File: src/verilog/sfcr_pkg.sv
/*
 * Shared constants and types for the serial flash command front end
 * and its host controller.
 * Assumes both ends run on one 100 MHz system clock.
 */
package sfcr_pkg;

	// Opcodes
	localparam logic [7:0] OP_READ         = 8'h03;
	localparam logic [7:0] OP_FAST_READ    = 8'h0b;
	localparam logic [7:0] OP_DUAL_IO      = 8'hbb;
	localparam logic [7:0] OP_DUAL_OUT     = 8'h3b;
	localparam logic [7:0] OP_QUAD_IO      = 8'heb;
	localparam logic [7:0] OP_QUAD_OUT     = 8'h6b;
	localparam logic [7:0] OP_PAGE_PROG    = 8'h02;
	localparam logic [7:0] OP_QPROG_A      = 8'h32;
	localparam logic [7:0] OP_QPROG_B      = 8'h38;
	localparam logic [7:0] OP_SECT_ERASE_A = 8'hd7;
	localparam logic [7:0] OP_SECT_ERASE_B = 8'h20;
	localparam logic [7:0] OP_BLK32_ERASE  = 8'h52;
	localparam logic [7:0] OP_BLK64_ERASE  = 8'hd8;
	localparam logic [7:0] OP_CHIP_ERASE_A = 8'hc7;
	localparam logic [7:0] OP_CHIP_ERASE_B = 8'h60;
	localparam logic [7:0] OP_SUSPEND_A    = 8'h75;
	localparam logic [7:0] OP_SUSPEND_B    = 8'hb0;
	localparam logic [7:0] OP_RESUME_A     = 8'h7a;
	localparam logic [7:0] OP_RESUME_B     = 8'h30;
	localparam logic [7:0] OP_DEEP_SLEEP   = 8'hb9;
	localparam logic [7:0] OP_IDENT_WAKE   = 8'hab;
	localparam logic [7:0] OP_STD_IDENT    = 8'h9f;
	localparam logic [7:0] OP_MAKER_IDENT  = 8'h90;

	// Address framing
	localparam int         ADDR_BYTES = 3;
	localparam int         ADDR_W     = 22;
	localparam logic [1:0] ADDR_LAST  = 2'(ADDR_BYTES - 1);
	localparam logic [2:0] BIT_LAST   = 3'h7;
	localparam logic [7:0] DUMMY_BYTE = 8'h00;

	// Transmit bit counts on the host side
	localparam logic [5:0] TX_CMD_ONLY = 6'h08;
	localparam logic [5:0] TX_READ     = 6'h20;
	localparam logic [5:0] TX_FAST     = 6'h28;

	// Serial clock timing
	localparam int CLK_MHZ      = 100;
	localparam int SCK_NORM_MHZ = 33;
	localparam int SCK_FAST_MHZ = 104;
	localparam int NORM_HALF_RAW =
		(CLK_MHZ + 2 * SCK_NORM_MHZ - 1) / (2 * SCK_NORM_MHZ);
	localparam int FAST_HALF_RAW =
		(CLK_MHZ + 2 * SCK_FAST_MHZ - 1) / (2 * SCK_FAST_MHZ);
	// Two cycles per half period at least so the far end sees each level
	localparam logic [3:0] SCK_NORM_HALF =
		4'((NORM_HALF_RAW < 2) ? 2 : NORM_HALF_RAW);
	localparam logic [3:0] SCK_FAST_HALF =
		4'((FAST_HALF_RAW < 2) ? 2 : FAST_HALF_RAW);

	typedef enum logic [4:0] {
		CMD_NONE, CMD_READ, CMD_FAST_READ, CMD_DUAL_IO, CMD_DUAL_OUT,
		CMD_QUAD_IO, CMD_QUAD_OUT, CMD_PAGE_PROG, CMD_QUAD_PROG,
		CMD_SECT_ERASE, CMD_BLK32_ERASE, CMD_BLK64_ERASE, CMD_CHIP_ERASE,
		CMD_SUSPEND, CMD_RESUME, CMD_DEEP_SLEEP, CMD_IDENT_WAKE,
		CMD_STD_IDENT, CMD_MAKER_IDENT
	} sfcr_cmd_t;

	typedef enum logic [2:0] {
		D_OPC, D_ADDR, D_DUMMY, D_DATA, D_IGN
	} sfcr_dev_st_t;

	typedef enum logic [2:0] {
		H_IDLE, H_LOW, H_HIGH, H_END
	} sfcr_host_st_t;

endpackage

File: src/verilog/sfcr_if.sv
/*
 * Serial link between flash command front end and host controller.
 * Assumes the testbench instantiates it and joins both ends to it.
 */
`timescale 1ns/1ps
interface sfcr_if;
	logic ser_clk;
	logic sel_n;
	logic pause_n;
	logic mosi;
	logic miso;
	logic miso_oe;
	logic miso_line;

	// Released data-out line reads as the inverse of its last value
	assign miso_line = miso_oe ? miso : ~miso;

	modport dev (
		input  ser_clk, sel_n, pause_n, mosi,
		output miso, miso_oe
	);
	modport host (
		output ser_clk, sel_n, pause_n, mosi,
		input  miso_line
	);
endinterface

File: src/verilog/sfcr_dev.sv
/*
 * Flash command front end: opcode capture, decode, single-line normal
 * and fast read with wrapping address, pause support.
 * Assumes link pins are synchronous to CLK_I and the memory answers
 * MEM_DATA_I combinationally for MEM_ADDR_O.
 */
`timescale 1ns/1ps
module sfcr_dev
	import sfcr_pkg::*;
(
	// Clock and reset
	input  wire logic              CLK_I,
	input  wire logic              RST_I,
	// Serial link
	sfcr_if.dev                    LINK,
	// Memory array
	output logic      [ADDR_W-1:0] MEM_ADDR_O,
	input  wire logic [7:0]        MEM_DATA_I,
	// Program and erase engine
	input  wire logic              WRITE_IN_PROGRESS_I,
	// Decoded command report
	output sfcr_cmd_t              CMD_KIND_O,
	output logic                   CMD_STB_O,
	output logic                   READ_ACTIVE_O
);

	typedef struct packed {
		sfcr_dev_st_t      st;
		logic [2:0]        bitc;
		logic [1:0]        bytec;
		logic [7:0]        opc;
		logic [23:0]       addr;
		logic [7:0]        osh;
		logic              fast;
		logic              drv;
		logic              miso;
		logic              oe;
		logic              sck_q;
		logic [ADDR_W-1:0] mem_addr;
		sfcr_cmd_t         kind;
		logic              stb;
	} sfcr_dev_state_t;

	sfcr_dev_state_t r_reg;
	sfcr_dev_state_t r_next;

	function automatic sfcr_cmd_t decode(input logic [7:0] op);
		sfcr_cmd_t k;
		k = CMD_NONE;
		case (op)
			OP_READ:      k = CMD_READ;
			OP_FAST_READ: k = CMD_FAST_READ;
			OP_DUAL_IO:   k = CMD_DUAL_IO;
			OP_DUAL_OUT:  k = CMD_DUAL_OUT;
			OP_QUAD_IO:   k = CMD_QUAD_IO;
			OP_QUAD_OUT:  k = CMD_QUAD_OUT;
			OP_PAGE_PROG:                    k = CMD_PAGE_PROG;
			OP_QPROG_A, OP_QPROG_B:          k = CMD_QUAD_PROG;
			OP_SECT_ERASE_A, OP_SECT_ERASE_B: k = CMD_SECT_ERASE;
			OP_BLK32_ERASE:                  k = CMD_BLK32_ERASE;
			OP_BLK64_ERASE:                  k = CMD_BLK64_ERASE;
			OP_CHIP_ERASE_A, OP_CHIP_ERASE_B: k = CMD_CHIP_ERASE;
			OP_SUSPEND_A, OP_SUSPEND_B: k = CMD_SUSPEND;
			OP_RESUME_A, OP_RESUME_B:   k = CMD_RESUME;
			OP_DEEP_SLEEP:  k = CMD_DEEP_SLEEP;
			OP_IDENT_WAKE:  k = CMD_IDENT_WAKE;
			OP_STD_IDENT:   k = CMD_STD_IDENT;
			OP_MAKER_IDENT: k = CMD_MAKER_IDENT;
			default:        k = CMD_NONE;
		endcase
		return k;
	endfunction

	always_comb begin
		logic       rise;
		logic       fall;
		logic [7:0] op;
		rise = LINK.ser_clk & ~r_reg.sck_q;
		fall = ~LINK.ser_clk & r_reg.sck_q;
		op = {r_reg.opc[6:0], LINK.mosi};
		r_next = r_reg;
		r_next.stb = 1'b0;
		r_next.sck_q = LINK.ser_clk;
		if (LINK.sel_n) begin
			r_next.st = D_OPC;
			r_next.bitc = 3'h0;
			r_next.bytec = 2'h0;
			r_next.drv = 1'b0;
		end else if (!LINK.pause_n) begin
			r_next = r_reg;
			r_next.stb = 1'b0;
			r_next.sck_q = LINK.ser_clk;
		end else begin
			case (r_reg.st)
				D_OPC: begin
					if (rise) begin
						r_next.opc = op;
						r_next.bitc = r_reg.bitc + 3'h1;
						if (r_reg.bitc == BIT_LAST) begin
							r_next.kind = decode(op);
							r_next.stb = 1'b1;
							r_next.fast = (op == OP_FAST_READ);
							// reads go on to the address unless a write is in progress
							if ((op == OP_READ || op == OP_FAST_READ) &&
							    !WRITE_IN_PROGRESS_I) begin
								r_next.st = D_ADDR;
							end else begin
								r_next.st = D_IGN;
							end
						end
					end
				end
				D_ADDR: begin
					if (rise) begin
						r_next.addr = {r_reg.addr[22:0], LINK.mosi};
						r_next.bitc = r_reg.bitc + 3'h1;
						if (r_reg.bitc == BIT_LAST) begin
							r_next.bytec = r_reg.bytec + 2'h1;
							if (r_reg.bytec == ADDR_LAST) begin
								r_next.mem_addr = r_next.addr[ADDR_W-1:0];
								// fast read takes a dummy byte
								r_next.st = r_reg.fast ? D_DUMMY : D_DATA;
							end
						end
					end
				end
				D_DUMMY: begin
					if (rise) begin
						r_next.bitc = r_reg.bitc + 3'h1;
						if (r_reg.bitc == BIT_LAST) begin
							r_next.st = D_DATA;
						end
					end
				end
				D_DATA: begin
					// input line no longer looked at
					if (fall) begin
						r_next.drv = 1'b1;
						r_next.bitc = r_reg.bitc + 3'h1;
						if (r_reg.bitc == 3'h0) begin
							r_next.miso = MEM_DATA_I[7];
							r_next.osh = {MEM_DATA_I[6:0], 1'b0};
							// advance and wrap at the top
							r_next.mem_addr = r_reg.mem_addr + 1'b1;
						end else begin
							r_next.miso = r_reg.osh[7];
							r_next.osh = {r_reg.osh[6:0], 1'b0};
						end
					end
				end
				D_IGN: begin
					r_next.drv = 1'b0;
				end
				default: begin
					r_next.st = D_IGN;
				end
			endcase
		end
		// output floats while paused or idle
		r_next.oe = r_next.drv & ~LINK.sel_n & LINK.pause_n;
	end

	always_ff @(posedge CLK_I or posedge RST_I) begin
		if (RST_I) begin
			r_reg <= '0;
		end else begin
			r_reg <= r_next;
		end
	end

	assign LINK.miso     = r_reg.miso;
	assign LINK.miso_oe  = r_reg.oe;
	assign MEM_ADDR_O    = r_reg.mem_addr;
	assign CMD_KIND_O    = r_reg.kind;
	assign CMD_STB_O     = r_reg.stb;
	assign READ_ACTIVE_O = r_reg.drv;

endmodule // sfcr_dev

File: src/flat_wrapper.sv
// flat-port wrapper written by rule: the top's interface ports become plain ports
module sfcr_dev_flat import sfcr_pkg::*;
  (CLK_I, RST_I, MEM_ADDR_O, MEM_DATA_I, WRITE_IN_PROGRESS_I, CMD_KIND_O, CMD_STB_O, READ_ACTIVE_O, LINK_ser_clk, LINK_sel_n, LINK_pause_n, LINK_mosi, LINK_miso, LINK_miso_oe);
  sfcr_if LINK_i ();
  input  wire logic CLK_I;
  input  wire logic RST_I;
  output logic      [ADDR_W-1:0] MEM_ADDR_O;
  input  wire logic [7:0] MEM_DATA_I;
  input  wire logic WRITE_IN_PROGRESS_I;
  output sfcr_cmd_t CMD_KIND_O;
  output logic CMD_STB_O;
  output logic READ_ACTIVE_O;
  input wire logic [$bits(LINK_i.ser_clk)-1:0] LINK_ser_clk;
  input wire logic [$bits(LINK_i.sel_n)-1:0] LINK_sel_n;
  input wire logic [$bits(LINK_i.pause_n)-1:0] LINK_pause_n;
  input wire logic [$bits(LINK_i.mosi)-1:0] LINK_mosi;
  output wire logic [$bits(LINK_i.miso)-1:0] LINK_miso;
  output wire logic [$bits(LINK_i.miso_oe)-1:0] LINK_miso_oe;
  assign LINK_i.ser_clk = LINK_ser_clk;
  assign LINK_i.sel_n = LINK_sel_n;
  assign LINK_i.pause_n = LINK_pause_n;
  assign LINK_i.mosi = LINK_mosi;
  assign LINK_miso = LINK_i.miso;
  assign LINK_miso_oe = LINK_i.miso_oe;
  sfcr_dev u_core (.CLK_I(CLK_I), .RST_I(RST_I), .LINK(LINK_i), .MEM_ADDR_O(MEM_ADDR_O), .MEM_DATA_I(MEM_DATA_I), .WRITE_IN_PROGRESS_I(WRITE_IN_PROGRESS_I), .CMD_KIND_O(CMD_KIND_O), .CMD_STB_O(CMD_STB_O), .READ_ACTIVE_O(READ_ACTIVE_O));
endmodule
File: config.mk
export PLATFORM = sky130hd
export DESIGN_NAME = sfcr_dev_flat
export DESIGN_NICKNAME = d
export VERILOG_FILES = /design/src/verilog/sfcr_pkg.sv /design/src/verilog/sfcr_if.sv /design/src/verilog/sfcr_dev.sv /design/src/flat_wrapper.sv
export SDC_FILE = /design/constraint.sdc
export NUM_CORES = 1
export LEC_CHECK = 0
export CORE_MARGIN = 8
export CORE_UTILIZATION = 60
export CTS_CLUSTER_SIZE = 14
export DETAILED_ROUTE_END_ITERATION = 6
export DONT_BUFFER_PORTS = 1
export GPL_TIMING_DRIVEN = 0
export PLACE_DENSITY = 0.77
export RECOVER_POWER = 50
export SLEW_MARGIN = 0
export SYNTH_ARGS = -nofsm -noshare
export SYNTH_HDL_FRONTEND = slang
export SYNTH_SLANG_ARGS = --single-unit
File: constraint.sdc
create_clock -name CLK_I -period 3.7 [get_ports CLK_I]
set_input_delay 0.925 -clock CLK_I [delete_from_list [all_inputs] [get_ports CLK_I]]
set_output_delay 0.925 -clock CLK_I [all_outputs]
set_load 0.01 [all_outputs]
# Yosys cells after proc, flatten, opt, wreduce, memory -nomap -nowiden
# Index checks and enable logic that the tools add are counted.
# word_totals
ff_bits	81
latchBits	0
ramBits	0
romBits	0
wordCells	135
n_memories	0
# op_classes
n_addsub	3
mul	0
div	0
n_lt_le_gt_ge	0
n_eq_ne	43
shift	0
muxes	43
n_bitwise	7
reduce_logical	25
# ops
op	n
$mux 22	5
$pmux 5 s18	1
$eq 8x8->1 const B	10
$mux 8	7
$mux 51	1
$mux 24	2
$pmux 22 s2	1
$eq 8x6->1 const B	5
$eq 8x7->1 const B	5
$ne 3x2->1 const B	8
$pmux 3 s4	2
$add 22x1->22 const B	1
$mux 3	6
$eq 8x2->1 const B	2
$reduce_and 4->1	4
$mux 1	12
$mux 6	2
$ne 2x1->1 const B	6
$reduce_or 2->1	6
$reduce_bool 2->1	5
$reduce_and 9->1	1
$eq 8x4->1 const B	1
$reduce_and 8->1	1
$eq 3x2->1 const B	2
16 further kinds	25

# Longest topological paths before layout
# depth
word_depth	11
ltp_mapped	9

# Worst setup path after synthesis
# No wires, ideal clock.
# synth_timing
path_kind	input-to-reg
from	input LINK_pause_n
to	register u_core.r_reg (netlist bit u_core.MEM_ADDR_O[7])
setup_ns	0.129
t_arrival_ns	1.914
slack_ns	1.657
stages	7
path_buffers	2
cell_sequence	buf_2 -> nor2b_1 -> nand2_1 -> o21bai_4 -> buf_2 -> o21ai_0 -> o21ai_0
# synth_via
elab_chain_cells	1
# synth_rtl
element	line	text
start: declaration	flat_wrapper.sv:15	input wire logic [$bits(LINK_i.pause_n)-1:0] LINK_pause_n;
$reduce_and 8->1 (no source line)	--	
end signal: assignment	sfcr_dev.sv:167	r_reg <= r_next;
end: declaration	sfcr_dev.sv:44	sfcr_dev_state_t r_reg;
# Every way passes these cells.
# A chain may end at the register's enable or synchronous reset.

==> flow_summary_export.csv <==
group,metric,value,unit
grt,track_usage,20.3,%
run_status,status,"finished clean",
clock_network,cts_resized,0,
die,start_util,61.7,%
pwr,p_leak,2.14,nW
grt,grt_max_degree,58,
worst_setup_path,path_cells,"clkinvlp_2 > clkbuf_2",
drt,post-route-drc-count,0,
worst_hold_path,min_path_cells,2,
worst_setup_path,worstPathMaxFanout,57,
worst_setup_path,path_buf_inv,2,
synth,synth_top_area_cell,"dfrtp_1",
drt,top_layer_used,"met4",
timing,tns,0,ps
drt,met1Wirelength,4.24,mm
synth,avgSynthCellArea,9.38,um^2
synth,ys_types,61,
clock_network,cts_hold_buf,0,
drt,met2_length,4.80,mm
synth,synth_ff_type,"dfrtp_1",
worst_setup_path,cp.arrival,2590,ps
die,num_io_pins,46,
synth,yosysTopAreaCellShare,42.7,%
placement,gp_congestion,0.905,
synth,synthTopCellsByCount,"dfrtp_1 (76), nand2_1 (45), nor2_1 (34), a21oi_1 (30), o21ai_0 (30)",
clock_network,cts_setup_buffers,0,
grt,first_global_vias,3458,
die,dieArea,0.0104,mm^2
synth,netlist_area,0.00445,mm^2
pwr,peakVddDrop,373,uV
synth,synth_cells,475,
worst_setup_path,worst-setup-path-type,"in2async",
finish,finish.instance_area,0.00476,mm^2
timing,rsz0062_at_grt,"no",
synth,synth-seq-cells,76,
clock_network,clock_latency,360,ps
finish,drive_above_1_share,19.7,%
synth,synth_edf_count,0,
drt,wirelength,10.2,mm
finish,nNetsFinal,507,
synth,synth_area_leaders,"dfrtp_1 (43%), mux2_2 (7.1%), buf_4 (4.7%)",
finish,num_antenna_cells,0,
drt,first_pass_iters,5,
worst_setup_path,reg2reg_depth,5,
worst_setup_path,endpoint_kind,"async pin",
clock_network,cts_tree,"built",
drt,antenna_left,0,
worst_hold_path,hold_end,"u_core.r_reg[38]",
worst_setup_path,r2r_slack,1530,ps
clock_network,cts_buffers,9,
timing,worst_pin_slew,1380,ps
drt,vias,3657,
drt,routedWlPerCell,17.3,um
clock_network,path_clk_slew,80,ps
timing,hold_violations,0,
worst_setup_path,r2r-start,"u_core.r_reg[80]",
drt,drt_iter0_markers,162,
die,die_y,102,um
finish,instances_no_fill,591,
die,die-width,102,um
grt,grt_pass1_wl,16.8,mm
worst_setup_path,worstSetupStartpoint,"RST_I",
timing,fin_crit,2350,ps
synth,synth_most_common_cell,"dfrtp_1",
worst_setup_path,rr_endpoint,"u_core.r_reg[52]",
finish,largest_register_ffs,45,
clock_network,clock-root-buffer,"clkbuf_8",
clock_network,cts_buffer_depth,2,
placement,place_hpwl,7.22,mm
placement,placed_area,0.00461,mm^2
timing,maxSlewHeadroom,8.11,%
die,coreArea,0.00721,mm^2
worst_hold_path,worstHoldStart,"u_core.r_reg[38]",
timing,slew_violations,0,
timing,setup_viol,0,
synth,yosysSeqAreaShare,42.7,%
timing,fmax,0.426,GHz
worst_setup_path,cp-start-kind,"input pin",
placement,dp.cells,575,
clock_network,clock-sinks,76,
worst_setup_path,slowest_delay,1140,ps
worst_hold_path,hp-class,"reg2reg",
drt,via_per_inst,6.19,
die,row_count,31,
clock_network,htreeDepth,3,
worst_setup_path,critPathSlowestCell,"clkbuf_2",
worst_setup_path,cpLargestDelayFamily,"buffers and inverters",
run,max_cap_violations,0,
worst_setup_path,crit_required,3940,ps
pwr,power_density,375,mW/mm^2
finish,area_growth_syn_to_layout,6.80,%
synth,synth_nets,495,
drt,wl_met3,920,um
grt,overflow,0,
timing,finClkSkew,9.08,ps
synth,yosysWarnings,0,
grt,antenna_found_initial,0,
synth,async_reset_ff_share,100,%
placement,port_buffers,0,
timing,fin_crit_sh,63.5,%
## kinds of logic (layout without fill, tap and decap cells)
kind of cell,after synthesis,in the layout,synth area share (%)
and+or+nand+nor,171,171,20.8
AOI/OAI and AO/OA,110,110,16.2
DFF,76,76,42.7
buffers and inverters,71,88,8.88
muxes,38,38,9.33
adders and majority gates,5,5,1.40
xor gates and xnor gates,4,4,0.786
## cells in the final DEF (no fill, tap or decap), drive strengths merged, types with 9 or more instances in the layout
| master | instances |
|---|---|
| inv | 12 |
| dfrtp | 76 |
| nor2 | 34 |
| nor4 | 9 |
| clkbuf | 26 |
| buf | 44 |
| a31oi | 9 |
| nand2 | 45 |
| mux2 | 28 |
| a21oi | 30 |
| nand3 | 20 |
| mux2i | 10 |
| nor3 | 10 |
| o21ai | 30 |
## worst max-delay path by stage
| stage | endpoint | cells after the start | slack (ps) |
|---|---|---|---|
| after floorplan | u_core.CMD_KIND_O[0] | 1 | 840 |
| after global placement | u_core.MEM_ADDR_O[17] | 1 | 110 |
| after detailed placement | u_core.MEM_ADDR_O[19] | 6 | 1260 |
| after CTS | u_core.MEM_ADDR_O[6] | 9 | 1620 |
| after global routing | u_core.r_reg[50] | 2 | 920 |
| final | u_core.MEM_ADDR_O[8] | 2 | 1350 |
## layout make-up
| class | instances | area (um^2) |
|---|---|---|
| fillers | 598 | 2460 |
| multi-input cells | 328 | 2140 |
| flip-flops and latches | 76 | 1900 |
| plain buffers | 60 | 348 |
| clock buffers | 9 | 124 |
| well taps | 99 | 124 |
| clock inverters | 7 | 75.1 |
| inverters | 11 | 42.5 |
| repair buffers | 1 | 5.00 |
## per-stage QoR
step | util, % | power (mW) | hold WS [ps] | setup slack, ps
6_report | 65.9 | 1.79 | 493 | 1350
5_1_grt | 65.9 | 1.86 | 527 | 917
4_1_cts | 66.6 | 1.79 | 386 | 1620
3_5_place_dp | 63.9 | 1.15 | 471 | 1260
3_3_place_gp | 63.5 | 1.15 | 462 | 115
2_1_floorplan | - | 1.09 | 449 | 837
## layer usage
layer	vias to the layer above	GRT usage, %
met3	28	4.70
met1	1728	25.8
met4	0	9.48
met2	184	32.1
met5	-	0
li1	1717	-
## power by group
group | switching, mW | internal, mW | total (mW)
clock | 0.332 | 0.316 | 0.649
combinational | 0.164 | 0.0931 | 0.257
sequential | 0.0284 | 0.851 | 0.879
Note: power is estimated with default switching activity, not from simulation.
